[src/verilog/sac_defines.svh]
// Purpose: Offsets, field positions, reset values and timing counts of the converter control block
// Assumes: Registers reached over the 8-bit special function register port of the CPU
// Notes: Included by the control module and the core model
//
// Behaviour
// - Each pair bit: 0 two single-ended inputs, 1 even positive, odd negative pair
// - Upper four bits of pair config and channel select ignore writes, read zero
// - Differential results are two's complement; single-ended results are unsigned
// - Channel field 0000-0111 routes input n; top bit set routes temperature sensor
// - Even member of a differential pair selects even minus odd partner
// - Nonzero divider D gives SAR clock of system clock over 2 times D+1
// - Divider zero runs SAR clock at full system clock rate
// - Gain field: 000 x1, 001 x2, 010 x4, 011 x8, 10x x16, 11x x0.5
// - Enable bit high runs converter; low shuts it down, no conversions
// - Track mode 0: track while idle, every trigger converts at once
// - Completion flag set when a conversion completes, not when disable cuts it short; only software clears it
// - Busy reads 1 during the three-clock tracking and conversion, 0 otherwise
// - Busy write of 1 starts conversion only with start source 00; 0 does nothing
// - Start source: 00 software, 01 timer 3, 10 convert pin rise, 11 timer 2
// - Track mode 1, sources 00/01/11: three SAR clocks tracking then conversion
// - Track mode 1, source 10: track while pin low, convert on its rise
// - Window flag set on window match, held until software clears it
// - Right justify: low byte bits 7:0, high 1:0, upper sign or zero
// - Left justify: high byte top eight bits, low 7:6 bottom two, rest zero
// - After reset all inputs single-ended and gain is unity
`ifndef SAC_DEFINES_SVH
`define SAC_DEFINES_SVH

// ==========================================
// Register addresses
`define SAC_ADDR_PAIR_CFG 8'hBA
`define SAC_ADDR_CHAN_SEL 8'hBB
`define SAC_ADDR_CONV_CFG 8'hBC
`define SAC_ADDR_RES_LO 8'hBE
`define SAC_ADDR_RES_HI 8'hBF
`define SAC_ADDR_CONV_CTL 8'hE8

// ==========================================
// Reset values
`define SAC_RST_PAIR_CFG 8'h00
`define SAC_RST_CHAN_SEL 8'h00
`define SAC_RST_CONV_CFG 8'hF8
`define SAC_RST_CONV_CTL 8'h00

// ==========================================
// Control register bit positions
`define SAC_CTL_ENABLE 7
`define SAC_CTL_TRACK 6
`define SAC_CTL_DONE 5
`define SAC_CTL_BUSY 4
`define SAC_CTL_SRC_HI 3
`define SAC_CTL_SRC_LO 2
`define SAC_CTL_WIN 1
`define SAC_CTL_LJUST 0

// ==========================================
// Timing, in SAR clocks
`define SAC_TRACK_SAR_CLKS 3
`define SAC_CONV_SAR_CLKS 16

`endif

[src/verilog/sac_pkg.sv]
// Purpose: Types shared by the converter control block
// Assumes: Nothing beyond the defines header
// Notes: Numbers live in the defines header
package sac_pkg;

	// ==========================================
	// Sequencer states, Gray coded along idle-track-convert
	typedef enum logic [1:0] {
		SAC_IDLE = 2'b00,
		SAC_TRACK = 2'b01,
		SAC_CONV = 2'b11
	} sac_state_e;

	// ==========================================
	// Start-of-conversion sources
	typedef enum logic [1:0] {
		SAC_SRC_SW = 2'b00,
		SAC_SRC_TMR3 = 2'b01,
		SAC_SRC_PIN = 2'b10,
		SAC_SRC_TMR2 = 2'b11
	} sac_src_e;

endpackage

[src/verilog/sac_ctrl.sv]
// Purpose: Control of a 10-bit SAR converter: mux setup, SAR clock, start, flags, justification
// Assumes: One system clock; analog core returns its 10-bit code with a done strobe
// Notes: Window limits live elsewhere; only the match strobe enters here
`include "sac_defines.svh"

module sac_ctrl
	import sac_pkg::*;
#(
	parameter int RES_W = 10,
	parameter int DIV_W = 5
) (
	// Clock and reset
	input wire logic core_clk,
	input wire logic rst,
	// Special function register port
	input wire logic [7:0] sfr_addr,
	input wire logic sfr_wr,
	input wire logic [7:0] sfr_wdata,
	input wire logic sfr_rd,
	output logic [7:0] sfr_rdata,
	// Start sources
	input wire logic timer3_overflow,
	input wire logic timer2_overflow,
	input wire logic external_convert_start,
	// Window comparator
	input wire logic window_match,
	// Analog core
	output logic converter_enable,
	output logic track_hold_track,
	output logic sar_clk_en,
	output logic conv_start,
	input wire logic [RES_W-1:0] conv_code,
	input wire logic conv_code_valid,
	output logic [3:0] mux_pos_sel,
	output logic [3:0] mux_neg_sel,
	output logic mux_diff,
	output logic [2:0] amp_gain_field,
	// Result and state
	output logic [RES_W-1:0] conv_result,
	output logic conversion_busy
);

	// Result packing and the divider field are laid out for these widths only
	if (RES_W != 10 || DIV_W != 5) begin : g_width_check
		$error("sac_ctrl: only a 10-bit result and 5-bit divider are supported");
	end

	// ==========================================
	// Registers
	logic [3:0] pair_cfg_ff;
	logic [3:0] chan_sel_ff;
	logic [7:0] conv_cfg_ff;
	logic [7:0] res_lo_ff;
	logic [7:0] res_hi_ff;
	logic en_ff;
	logic track_ff;
	logic done_ff;
	logic win_ff;
	logic ljust_ff;
	logic [1:0] src_ff;
	logic wr_ctl;
	logic busy_now;

	assign wr_ctl = sfr_wr && sfr_addr == `SAC_ADDR_CONV_CTL;

	// Only the low nibble of the two mux registers exists; upper bits are dropped on write
	always_ff @(posedge core_clk or posedge rst) begin
		if (rst) pair_cfg_ff <= 4'h0;
		else if (sfr_wr && sfr_addr == `SAC_ADDR_PAIR_CFG) pair_cfg_ff <= sfr_wdata[3:0];
	end

	always_ff @(posedge core_clk or posedge rst) begin
		if (rst) chan_sel_ff <= 4'h0;
		else if (sfr_wr && sfr_addr == `SAC_ADDR_CHAN_SEL) chan_sel_ff <= sfr_wdata[3:0];
	end

	always_ff @(posedge core_clk or posedge rst) begin
		if (rst) conv_cfg_ff <= `SAC_RST_CONV_CFG;
		else if (sfr_wr && sfr_addr == `SAC_ADDR_CONV_CFG) conv_cfg_ff <= sfr_wdata;
	end

	always_ff @(posedge core_clk or posedge rst) begin
		if (rst) begin
			en_ff <= 1'b0;
			track_ff <= 1'b0;
			src_ff <= 2'b00;
			ljust_ff <= 1'b0;
		end else if (wr_ctl) begin
			en_ff <= sfr_wdata[`SAC_CTL_ENABLE];
			track_ff <= sfr_wdata[`SAC_CTL_TRACK];
			src_ff <= sfr_wdata[`SAC_CTL_SRC_HI:`SAC_CTL_SRC_LO];
			ljust_ff <= sfr_wdata[`SAC_CTL_LJUST];
		end
	end

	// ==========================================
	// Control fields as they stand once this cycle's write lands, so that a
	// single write can enable, choose the source and start a conversion together
	logic en_now;
	logic track_now;
	logic [1:0] src_now;
	assign en_now = wr_ctl ? sfr_wdata[`SAC_CTL_ENABLE] : en_ff;
	assign track_now = wr_ctl ? sfr_wdata[`SAC_CTL_TRACK] : track_ff;
	assign src_now = wr_ctl ? sfr_wdata[`SAC_CTL_SRC_HI:`SAC_CTL_SRC_LO] : src_ff;

	// ==========================================
	// Pin synchroniser and edge detect
	logic [2:0] pin_sync_ff;
	logic pin_rise;
	// Bits 0 and 1 are the synchroniser; bit 2 only holds the previous synced level
	always_ff @(posedge core_clk or posedge rst) begin
		if (rst) pin_sync_ff <= 3'b000;
		else pin_sync_ff <= {pin_sync_ff[1:0], external_convert_start};
	end
	assign pin_rise = pin_sync_ff[1] && !pin_sync_ff[2];

	// ==========================================
	// SAR clock divider
	logic [5:0] div_cnt_ff;
	logic [5:0] div_last;
	logic sar_tick;
	assign div_last = {conv_cfg_ff[7:3], 1'b1};
	// Zero divider ticks every cycle; otherwise once every 2*(D+1) cycles
	assign sar_tick = (conv_cfg_ff[7:3] == 5'b00000) || (div_cnt_ff == div_last);
	always_ff @(posedge core_clk or posedge rst) begin
		if (rst) div_cnt_ff <= 6'h00;
		else if (sar_tick || !busy_now) div_cnt_ff <= 6'h00;
		else div_cnt_ff <= div_cnt_ff + 6'h01;
	end
	// Parked at zero while idle, so each conversion begins on a full SAR period.
	// A divider made smaller mid-conversion can let the count pass its end and wrap once.
	assign sar_clk_en = sar_tick && busy_now;

	// ==========================================
	// Start trigger selection
	logic sw_start;
	logic trig;
	// The source field of the same write decides whether a busy write starts
	assign sw_start = wr_ctl && sfr_wdata[`SAC_CTL_BUSY] && sac_src_e'(src_now) == SAC_SRC_SW;
	always_comb begin
		unique case (sac_src_e'(src_now))
			SAC_SRC_SW: trig = sw_start;
			SAC_SRC_TMR3: trig = timer3_overflow;
			SAC_SRC_PIN: trig = pin_rise;
			SAC_SRC_TMR2: trig = timer2_overflow;
		endcase
	end

	// ==========================================
	// Sequencer
	sac_state_e state_ff;
	logic [1:0] trk_cnt_ff;
	logic conv_start_ff;
	always_ff @(posedge core_clk or posedge rst) begin
		if (rst) begin
			state_ff <= SAC_IDLE;
			trk_cnt_ff <= 2'd0;
			conv_start_ff <= 1'b0;
		end else begin
			conv_start_ff <= 1'b0;
			// Clearing the enable cuts a running conversion short without setting the done flag
			if (!en_now) begin
				state_ff <= SAC_IDLE;
			end else begin
				unique case (state_ff)
					SAC_IDLE: if (trig) begin
						// Pin source in low-power mode already tracked while low
						if (track_now && src_now != SAC_SRC_PIN) begin
							state_ff <= SAC_TRACK;
							trk_cnt_ff <= 2'd0;
						end else begin
							state_ff <= SAC_CONV;
							conv_start_ff <= 1'b1;
						end
					end
					SAC_TRACK: if (sar_tick) begin
						if (trk_cnt_ff == 2'(`SAC_TRACK_SAR_CLKS - 1)) begin
							state_ff <= SAC_CONV;
							conv_start_ff <= 1'b1;
						end else begin
							trk_cnt_ff <= trk_cnt_ff + 2'd1;
						end
					end
					SAC_CONV: if (conv_code_valid) state_ff <= SAC_IDLE;
					default: state_ff <= SAC_IDLE;
				endcase
			end
		end
	end
	assign busy_now = state_ff != SAC_IDLE;
	assign conversion_busy = busy_now;
	assign conv_start = conv_start_ff;
	assign converter_enable = en_ff;

	// High lets the track-and-hold follow the selected input
	always_comb begin
		if (!en_ff) track_hold_track = 1'b0;
		else if (state_ff == SAC_TRACK) track_hold_track = 1'b1;
		else if (state_ff == SAC_CONV) track_hold_track = 1'b0;
		else if (!track_ff) track_hold_track = 1'b1;
		else track_hold_track = (src_ff == SAC_SRC_PIN) && !pin_sync_ff[1];
	end

	// ==========================================
	// Flags: a set in the same cycle as a software clear wins
	logic conv_end;
	assign conv_end = state_ff == SAC_CONV && conv_code_valid;
	always_ff @(posedge core_clk or posedge rst) begin
		if (rst) begin
			done_ff <= 1'b0;
			win_ff <= 1'b0;
		end else begin
			if (conv_end) done_ff <= 1'b1;
			else if (wr_ctl) done_ff <= sfr_wdata[`SAC_CTL_DONE];
			if (window_match) win_ff <= 1'b1;
			else if (wr_ctl) win_ff <= sfr_wdata[`SAC_CTL_WIN];
		end
	end

	// ==========================================
	// Input mux routing
	logic sel_diff;
	logic [3:0] pair_hit;
	// One line per input pair: set when the pair is differential and holds the selected channel
	for (genvar p = 0; p < 4; p++) begin : g_pair
		assign pair_hit[p] = pair_cfg_ff[p] && !chan_sel_ff[3] && chan_sel_ff[2:1] == 2'(p);
	end
	assign sel_diff = |pair_hit;
	always_comb begin
		mux_diff = sel_diff;
		mux_neg_sel = 4'h0;
		if (chan_sel_ff[3]) begin
			mux_pos_sel = 4'h8;
		end else if (sel_diff) begin
			mux_pos_sel = {1'b0, chan_sel_ff[2:1], 1'b0};
			mux_neg_sel = {1'b0, chan_sel_ff[2:1], 1'b1};
		end else begin
			mux_pos_sel = chan_sel_ff;
		end
	end
	// Codes 10x and 11x decoded by the amplifier itself
	assign amp_gain_field = conv_cfg_ff[2:0];

	// ==========================================
	// Result capture and justification
	// Sign handling follows the mux at conversion start, so a mux change mid-conversion cannot mix formats
	logic diff_at_start_ff;
	always_ff @(posedge core_clk or posedge rst) begin
		if (rst) diff_at_start_ff <= 1'b0;
		else if (conv_start_ff) diff_at_start_ff <= sel_diff;
	end

	always_ff @(posedge core_clk or posedge rst) begin
		if (rst) begin
			conv_result <= '0;
			res_lo_ff <= 8'h00;
			res_hi_ff <= 8'h00;
		end else if (conv_end) begin
			conv_result <= conv_code;
			if (ljust_ff) begin
				res_hi_ff <= conv_code[9:2];
				res_lo_ff <= {conv_code[1:0], 6'b000000};
			end else begin
				res_lo_ff <= conv_code[7:0];
				res_hi_ff <= {{6{diff_at_start_ff & conv_code[9]}}, conv_code[9:8]};
			end
		end else if (sfr_wr && sfr_addr == `SAC_ADDR_RES_LO) begin
			res_lo_ff <= sfr_wdata;
		end else if (sfr_wr && sfr_addr == `SAC_ADDR_RES_HI) begin
			res_hi_ff <= sfr_wdata;
		end
	end

	// ==========================================
	// Read mux: combinational; idle cycles and unmapped addresses read zero
	logic [7:0] ctl_rd;
	always_comb begin
		ctl_rd = 8'h00;
		ctl_rd[`SAC_CTL_ENABLE] = en_ff;
		ctl_rd[`SAC_CTL_TRACK] = track_ff;
		ctl_rd[`SAC_CTL_DONE] = done_ff;
		ctl_rd[`SAC_CTL_BUSY] = busy_now;
		ctl_rd[`SAC_CTL_SRC_HI:`SAC_CTL_SRC_LO] = src_ff;
		ctl_rd[`SAC_CTL_WIN] = win_ff;
		ctl_rd[`SAC_CTL_LJUST] = ljust_ff;
	end

	always_comb begin
		sfr_rdata = 8'h00;
		if (sfr_rd) begin
			unique case (sfr_addr)
				`SAC_ADDR_PAIR_CFG: sfr_rdata = {4'h0, pair_cfg_ff};
				`SAC_ADDR_CHAN_SEL: sfr_rdata = {4'h0, chan_sel_ff};
				`SAC_ADDR_CONV_CFG: sfr_rdata = conv_cfg_ff;
				`SAC_ADDR_RES_LO: sfr_rdata = res_lo_ff;
				`SAC_ADDR_RES_HI: sfr_rdata = res_hi_ff;
				`SAC_ADDR_CONV_CTL: sfr_rdata = ctl_rd;
				default: sfr_rdata = 8'h00;
			endcase
		end
	end

endmodule

[config.mk]
export PLATFORM = sky130hd
export DESIGN_NAME = sac_ctrl
export DESIGN_NICKNAME = d
export VERILOG_FILES = /design/src/verilog/sac_pkg.sv /design/src/verilog/sac_ctrl.sv
export VERILOG_INCLUDE_DIRS = /design/src /design/src/verilog
export SDC_FILE = /design/constraint.sdc
export NUM_CORES = 1
export LEC_CHECK = 0
export BUFFER_PORTS_ARGS = -buffer_cell sky130_fd_sc_hd__buf_4
export CAP_MARGIN = 30
export CELL_PAD_IN_SITES_DETAIL_PLACEMENT = 1
export CELL_PAD_IN_SITES_GLOBAL_PLACEMENT = 1
export CORE_UTILIZATION = 46
export DETAILED_ROUTE_END_ITERATION = 8
export PLACE_DENSITY_LB_ADDON = 0.12
export REMOVE_ABC_BUFFERS = 1
export SLEW_MARGIN = 20
export SYNTH_ARGS = -nofsm -noshare
export SYNTH_HDL_FRONTEND = slang
export SYNTH_SLANG_ARGS = --single-unit
export TNS_END_PERCENT = 5
[constraint.sdc]
create_clock -name core_clk -period 5.03 [get_ports core_clk]
set_input_delay 1.006 -clock core_clk [delete_from_list [all_inputs] [get_ports core_clk]]
set_output_delay 1.006 -clock core_clk [all_outputs]
set_load 0.005 [all_outputs]
==> results of run 1 <==
final timing paths:
| path | cells past startpoint | to | slack (ns) | startpoint |
|---|---|---|---|---|
| min in group asynchronous | 3 | conv_result[7] | 0.91 | rst |
| worst max register to register | 6 | conv_start | 3.05 | conv_cfg_ff[6] |
| worst min-delay path | 0 | pin_sync_ff[1] | 0.36 | pin_sync_ff[0] |
| worst min register to register | 0 | pin_sync_ff[1] | 0.36 | pin_sync_ff[0] |
| worst max-delay path | 6 | sfr_rdata[5] | 1.24 | sfr_addr[0] |
| max in group asynchronous | 3 | res_hi_ff[5] | 3.57 | rst |
state kept, by name, summed over array words and instances (netlist names), 2 cells and up:
| name | cells |
|---|---|
| chan_sel_ff | 4 |
| conv_cfg_ff | 8 |
| conv_result | 10 |
| div_cnt_ff | 6 |
| pair_cfg_ff | 4 |
| pin_sync_ff | 3 |
| res_hi_ff | 8 |
| res_lo_ff | 8 |
| src_ff | 2 |
| state_ff | 2 |
| trk_cnt_ff | 2 |
metal layers:
metal	up-vias	share of wire
met4	0	0.015
met2	78	0.47
met5	-	0
li1	1347	-
met1	1436	0.47
met3	9	0.043
cells by family after synthesis:
logic type | share of synthesized area
other | 0.00105
adders and majority gates | 0.00703
xor gates and xnor gates | 0.0221
muxes | 0.181
AOI/OAI and AO/OA | 0.133
DFF | 0.452
and+or+nand+nor | 0.158
buffers and inverters | 0.0457
per-stage QoR:
stage | power (W) | hold WS [ns] | std cells | setup WS (ns) | utilization
6_report | 0.00104 | 0.361 | 500 | 1.24 | 0.576
5_1_grt | 0.00108 | 0.371 | 500 | 1.08 | 0.576
4_1_cts | 0.00105 | 0.364 | 500 | 1.25 | 0.576
3_5_place_dp | 0.000674 | 0.337 | 485 | 1.26 | 0.555
3_3_place_gp | 0.000669 | 0.343 | 485 | 1.31 | 0.555
2_1_floorplan | 0.000610 | 0.331 | 315 | 1.91 | -
critical path: stages:
cell	delay, ns
buf_4	0.17
nand4bb_1	0.28
nor2_1	0.63
o31ai_1	0.29
a21oi_1	0.24
buf_4	0.15
report_power, final:
part / leakage (nW) / internal (W) / switching, W
sequential: 0.846 / 0.000534 / 0.0000182
combinational: 1.16 / 0.0000539 / 0.0000577
clock: 0.0789 / 0.000174 / 0.000199
total: 2.08 / 0.000762 / 0.000275
layout make-up:
| type | count | area (µm²) |
|---|---|---|
| tap | 99 | 124 |
| inverter | 10 | 37.5 |
| multi-input combinational | 241 | 1790 |
| fill | 837 | 3120 |
| clock inverter | 4 | 22.5 |
| sequential | 64 | 1610 |
| timing repair buffer | 71 | 533 |
| clock buffer | 11 | 131 |
cell usage in the layout, fill, tap and decap left out, types with 2 or more instances in the layout:
cell       netlist  layout
a21oi_1         26      26
a22oi_1          5       5
nand2b_1         5       5
mux2i_1         18      18
nor3b_1          7       7
a32oi_1          4       4
clkbuf_8         0       9
mux2_2          40      40
dfstp_2          5       5
nand3_1          6       6
o21ai_0          5       5
buf_4            5      71
clkbuf_1        14       2
a221oi_1         4       4
xor2_1           6       6
xnor2_1          3       3
a211oi_1         7       7
clkinv_2         0       3
nand4bb_1        2       2
nand2_1         26      26
or4_1            2       2
nand4_1          2       2
inv_1           10       9
dfrtp_1         59      59
a21boi_0         4       4
nor2b_1          9       9
and3_1           4       4
nor2_1          21      21
ha_1             2       2
nand3b_1         3       3
o31ai_1          3       3
a31oi_1          2       2
==> run_results.csv, run 1 <==
group,metric,value,unit
outcome,outcome,"completed",
sta,report.final.slew_viol_count,0,
yosys,yosysMostFrequentCell,"dfrtp_1",
worst_setup_path,crit_fanout,14,
yosys,synth_top_area_frac,0.415,
grt,first_global_vias,2984,
sta,worst_pin_slew,0.838,ns
sta,finalHoldViolCount,0,
grt,grt_pass1_wl,15700,µm
worst_setup_path,crit_arrival,2.78,ns
floorplan,die_x,90.0,µm
yosys,yosys_warnings,0,
yosys,async_reset_ff_frac,1.00,
yosys,avgSynthCellArea,10.5,µm²
grt,grt_use_met3,0.0338,
floorplan,initial_core_util,0.483,
cts,clk_pin_slew,0.07,ns
yosys,synthDistinctLibCells,58,
drt,final_antenna_net_count,0,
yosys,ys_ff_latch,64,
drt,post_drt_wl_per_cell,18.9,µm
yosys,synth_edf_count,0,
sta,fmax,0.264,GHz
yosys,synth_top_area_cell,"dfrtp_1",
cts,cts_setup_buffers,0,
drt,route.detailed.drc,0,
sta,finalSetupViolCount,0,
worst_setup_path,start_kind,"input pin",
grt,busiest_layer,"met2",
cts,clk_latency,0.34,ns
drt,vias_per_cell,5.74,
cts,hold_buffers,0,
pwr,ir_drop,0.147,mV
floorplan,die_area,8090,µm²
cts,numCtsBuffers,9,
sta,tns,0,ns
final_layout,area_growth,19.3,%
yosys,syn-cell-area,3560,µm²
drt,dr_total_vias,2870,
yosys,synth_flop_cell,"dfrtp_1",
drt,drtIter0Drc,171,
sta,min_period,3.79,ns
job,maxCapViolCount,0,
grt,grt_use_met2,0.404,
final_layout,nets,434,
pwr,leakage,2.08,nW
cts,clock_path_buffers,2,
worst_setup_path,path_class,"input pin to output pin",
placement,portBuffers,68,
final_layout,drive_above_1_share,0.347,
sta,period_share,0.753,
worst_setup_path,end_kind,"output pin",
cts,post_cts_resized,0,
hold_path,holdCritPathClass,"register to register",
grt,grt_start_max_net_pins,65,
cts,tritoncts,"yes",
sta,relSlewSlack,0.442,
yosys,synth_area_leaders,"dfrtp_1 41%, mux2_2 13%, mux2i_1 5.1%, dfstp_2 3.7%, a21oi_1 3.7%",
drt,drt-total-wl,9460,µm
sta,fin_skew,0.00780,ns
sta,rsz0062_at_grt,"no",
cts,htreeDepth,3,
floorplan,pin_count,70,
grt,grt_usage,0.250,
worst_setup_path,required,4.02,ns
drt,dr.pass1.iters,4,
yosys,synthCells,339,
cts,cts_num_sinks,64,
floorplan,coreArea,7370,µm²
grt,antenna_found_initial,0,
cts,ctsRootBufferMaster,"clkbuf_8",
floorplan,die_h,90.0,µm
yosys,synthTopCellsByCount,"59 x dfrtp_1, 40 x mux2_2, 26 x a21oi_1, 26 x nand2_1, 21 x nor2_1",
grt,grt.overflow.total,0,
grt,grt_use_met1,0.344,
final_layout,design_area,4250,µm²
pwr,power.density,244,nW/µm²
placement,dpl-instance-area,4090,µm²
floorplan,num_rows,31,
yosys,yosysSeqAreaShare,0.452,
final_layout,antenna_cells,0,
placement,gp_congestion,0.789,
placement,place.detailed.hpwl,6710,µm
Power figures use the tool's default switching activity.
==> inputs of run 2 (changes only) <==
--- a/config.mk
+++ b/config.mk
@@ -10,7 +10,7 @@
 export CAP_MARGIN = 30
 export CELL_PAD_IN_SITES_DETAIL_PLACEMENT = 1
 export CELL_PAD_IN_SITES_GLOBAL_PLACEMENT = 1
-export CORE_UTILIZATION = 46
+export CORE_UTILIZATION = 43
 export DETAILED_ROUTE_END_ITERATION = 8
 export PLACE_DENSITY_LB_ADDON = 0.12
 export REMOVE_ABC_BUFFERS = 1
==> constraint.sdc (replaced) <==
create_clock -name core_clk -period 3.7 [get_ports core_clk]
set_input_delay 0.74 -clock core_clk [delete_from_list [all_inputs] [get_ports core_clk]]
set_output_delay 0.74 -clock core_clk [all_outputs]
set_load 0.005 [all_outputs]
==> run 2 against run 1 <==
Effect of this change:
- first-iteration DRC count down 46%
- largest cell class unchanged
- largest power group unchanged
- flip-flop and latch count unchanged
- power up 37%
- routed wire length up 0.13%
- hold slack worse by 0.029 ns
- combinational power up 36%
- core utilization down 3.3 points
- register-to-register slack worse by 1.3 ns
- setup slack worse by 0.64 ns
- die area up 6.8%
- clock power up 40%
- critical path depth unchanged
==> run_results.csv, run 2 (synthesis results as in run 1) <==
group,metric,value,unit
outcome,outcome,"completed",
sta,min_period,3.10,ns
sta,relSlewSlack,0.532,
cts,tritoncts,"yes",
pwr,ir_drop,0.173,mV
pwr,power.density,334,nW/µm²
sta,whs,0.331,ns
worst_setup_path,required,2.96,ns
sta,worst_pin_slew,0.701,ns
sta,finalHoldViolCount,0,
grt,first_global_vias,3023,
floorplan,pin_count,70,
job,maxCapViolCount,0,
drt,drt-total-wl,9480,µm
placement,place.detailed.hpwl,6980,µm
worst_setup_path,start_kind,"input pin",
grt,antenna_found_initial,0,
floorplan,coreArea,7850,µm²
floorplan,num_rows,32,
worst_setup_path,crit_fanout,14,
sta,rsz0062_at_grt,"no",
cts,ctsRootBufferMaster,"clkbuf_8",
placement,gp_congestion,0.759,
cts,clock_path_buffers,2,
grt,grt_start_max_net_pins,55,
floorplan,die_x,93.0,µm
cts,clk_pin_slew,0.07,ns
placement,portBuffers,68,
worst_setup_path,end_kind,"output pin",
floorplan,initial_core_util,0.454,
floorplan,die_area,8650,µm²
cts,cts_setup_buffers,0,
sta,tns,0,ns
worst_setup_path,crit_arrival,2.36,ns
sta,finalSetupViolCount,0,
pwr,leakage,2.09,nW
sta,fmax,0.323,GHz
final_layout,nets,435,
grt,grt_pass1_wl,15500,µm
grt,grt_usage,0.235,
worst_setup_path,critPathLaunch,"sfr_addr[0]",
sta,report.final.slew_viol_count,0,
sta,fin_skew,0.0121,ns
worst_setup_path,r2r_start,"conv_cfg_ff[5]",
final_layout,most-common-layout-cells,"72 x buf_4, 59 x dfrtp_1, 40 x mux2_2",
drt,dr_total_vias,2839,
floorplan,die_h,93.0,µm
worst_setup_path,path_class,"input pin to output pin",
hold_path,holdCritPathClass,"input pin to asynchronous set/reset pin",
cts,post_cts_resized,0,
cts,hold_buffers,0,
grt,grt.overflow.total,0,
final_layout,drive_above_1_share,0.345,
drt,vias_per_cell,5.62,
cts,numCtsBuffers,9,
cts,htreeDepth,3,
drt,final_antenna_net_count,0,
cts,clk_latency,0.33,ns
final_layout,antenna_cells,0,
final_layout,largest_reg_flops,10,
final_layout,final_common_cell,"buf_4",
drt,dr.pass1.iters,4,
final_layout,area_growth,19.8,%
drt,post_drt_wl_per_cell,18.8,µm
drt,route.detailed.drc,0,
drt,drtIter0Drc,93,
cts,cts_num_sinks,64,
sta,period_share,0.838,
final_layout,top_register,"conv_result",
## run 2: worst max-delay path, stage by stage
cell and delay (ns):
buf_4 0.19, and4bb_2 0.31, and3_1 0.31, o31ai_1 0.50
a21oi_1 0.14, buf_4 0.17
## run 2: worst paths after layout
kind | endpoint | slack (ns) | cells after the start
worst min register to register | pin_sync_ff[1] | 0.36 | 0
worst max register to register | conv_start | 1.73 | 6
max in group asynchronous | res_lo_ff[7] | 2.39 | 3
min in group core_clk | pin_sync_ff[1] | 0.36 | 0
worst min-delay path | conv_result[0] | 0.33 | 2
worst max-delay path | sfr_rdata[5] | 0.60 | 6
## run 2: power by group
group          internal (W)  total (W)  switching [W]
sequential         0.000726   0.000750      0.0000238
clock              0.000261   0.000521       0.000260
combinational     0.0000734   0.000152      0.0000791
## run 2: final cells by class
| class | instances | area, µm² |
|---|---|---|
| clock inverters | 2 | 10.0 |
| repair buffers | 72 | 541 |
| clock buffers | 14 | 153 |
| fillers | 925 | 3580 |
| inverters | 10 | 37.5 |
| multi-input cells | 241 | 1790 |
| well taps | 102 | 128 |
| flip-flops and latches | 64 | 1610 |
## run 2: per-layer routing
| metal | part of all wire | track usage |
|---|---|---|
| met4 | 0.015 | 0.0846 |
| met3 | 0.043 | 0.0439 |
| met2 | 0.46 | 0.376 |
| met1 | 0.48 | 0.319 |
| met5 | 0 | 0 |
## run 2: metrics by stage
stage / worst slack [ns] / instance area (µm²) / utilization / total power (W) / instances
final: 0.600 / 4270 / 0.544 / 0.00142 / 505
after global routing: 0.480 / 4270 / 0.544 / 0.00149 / 505
after CTS: 0.591 / 4270 / 0.544 / 0.00144 / 505
after detailed placement: 0.592 / 4100 / 0.523 / 0.000916 / 489
after global placement: 0.611 / 4100 / 0.523 / 0.000910 / 489
after floorplan: 0.850 / 3430 / - / 0.000829 / 315
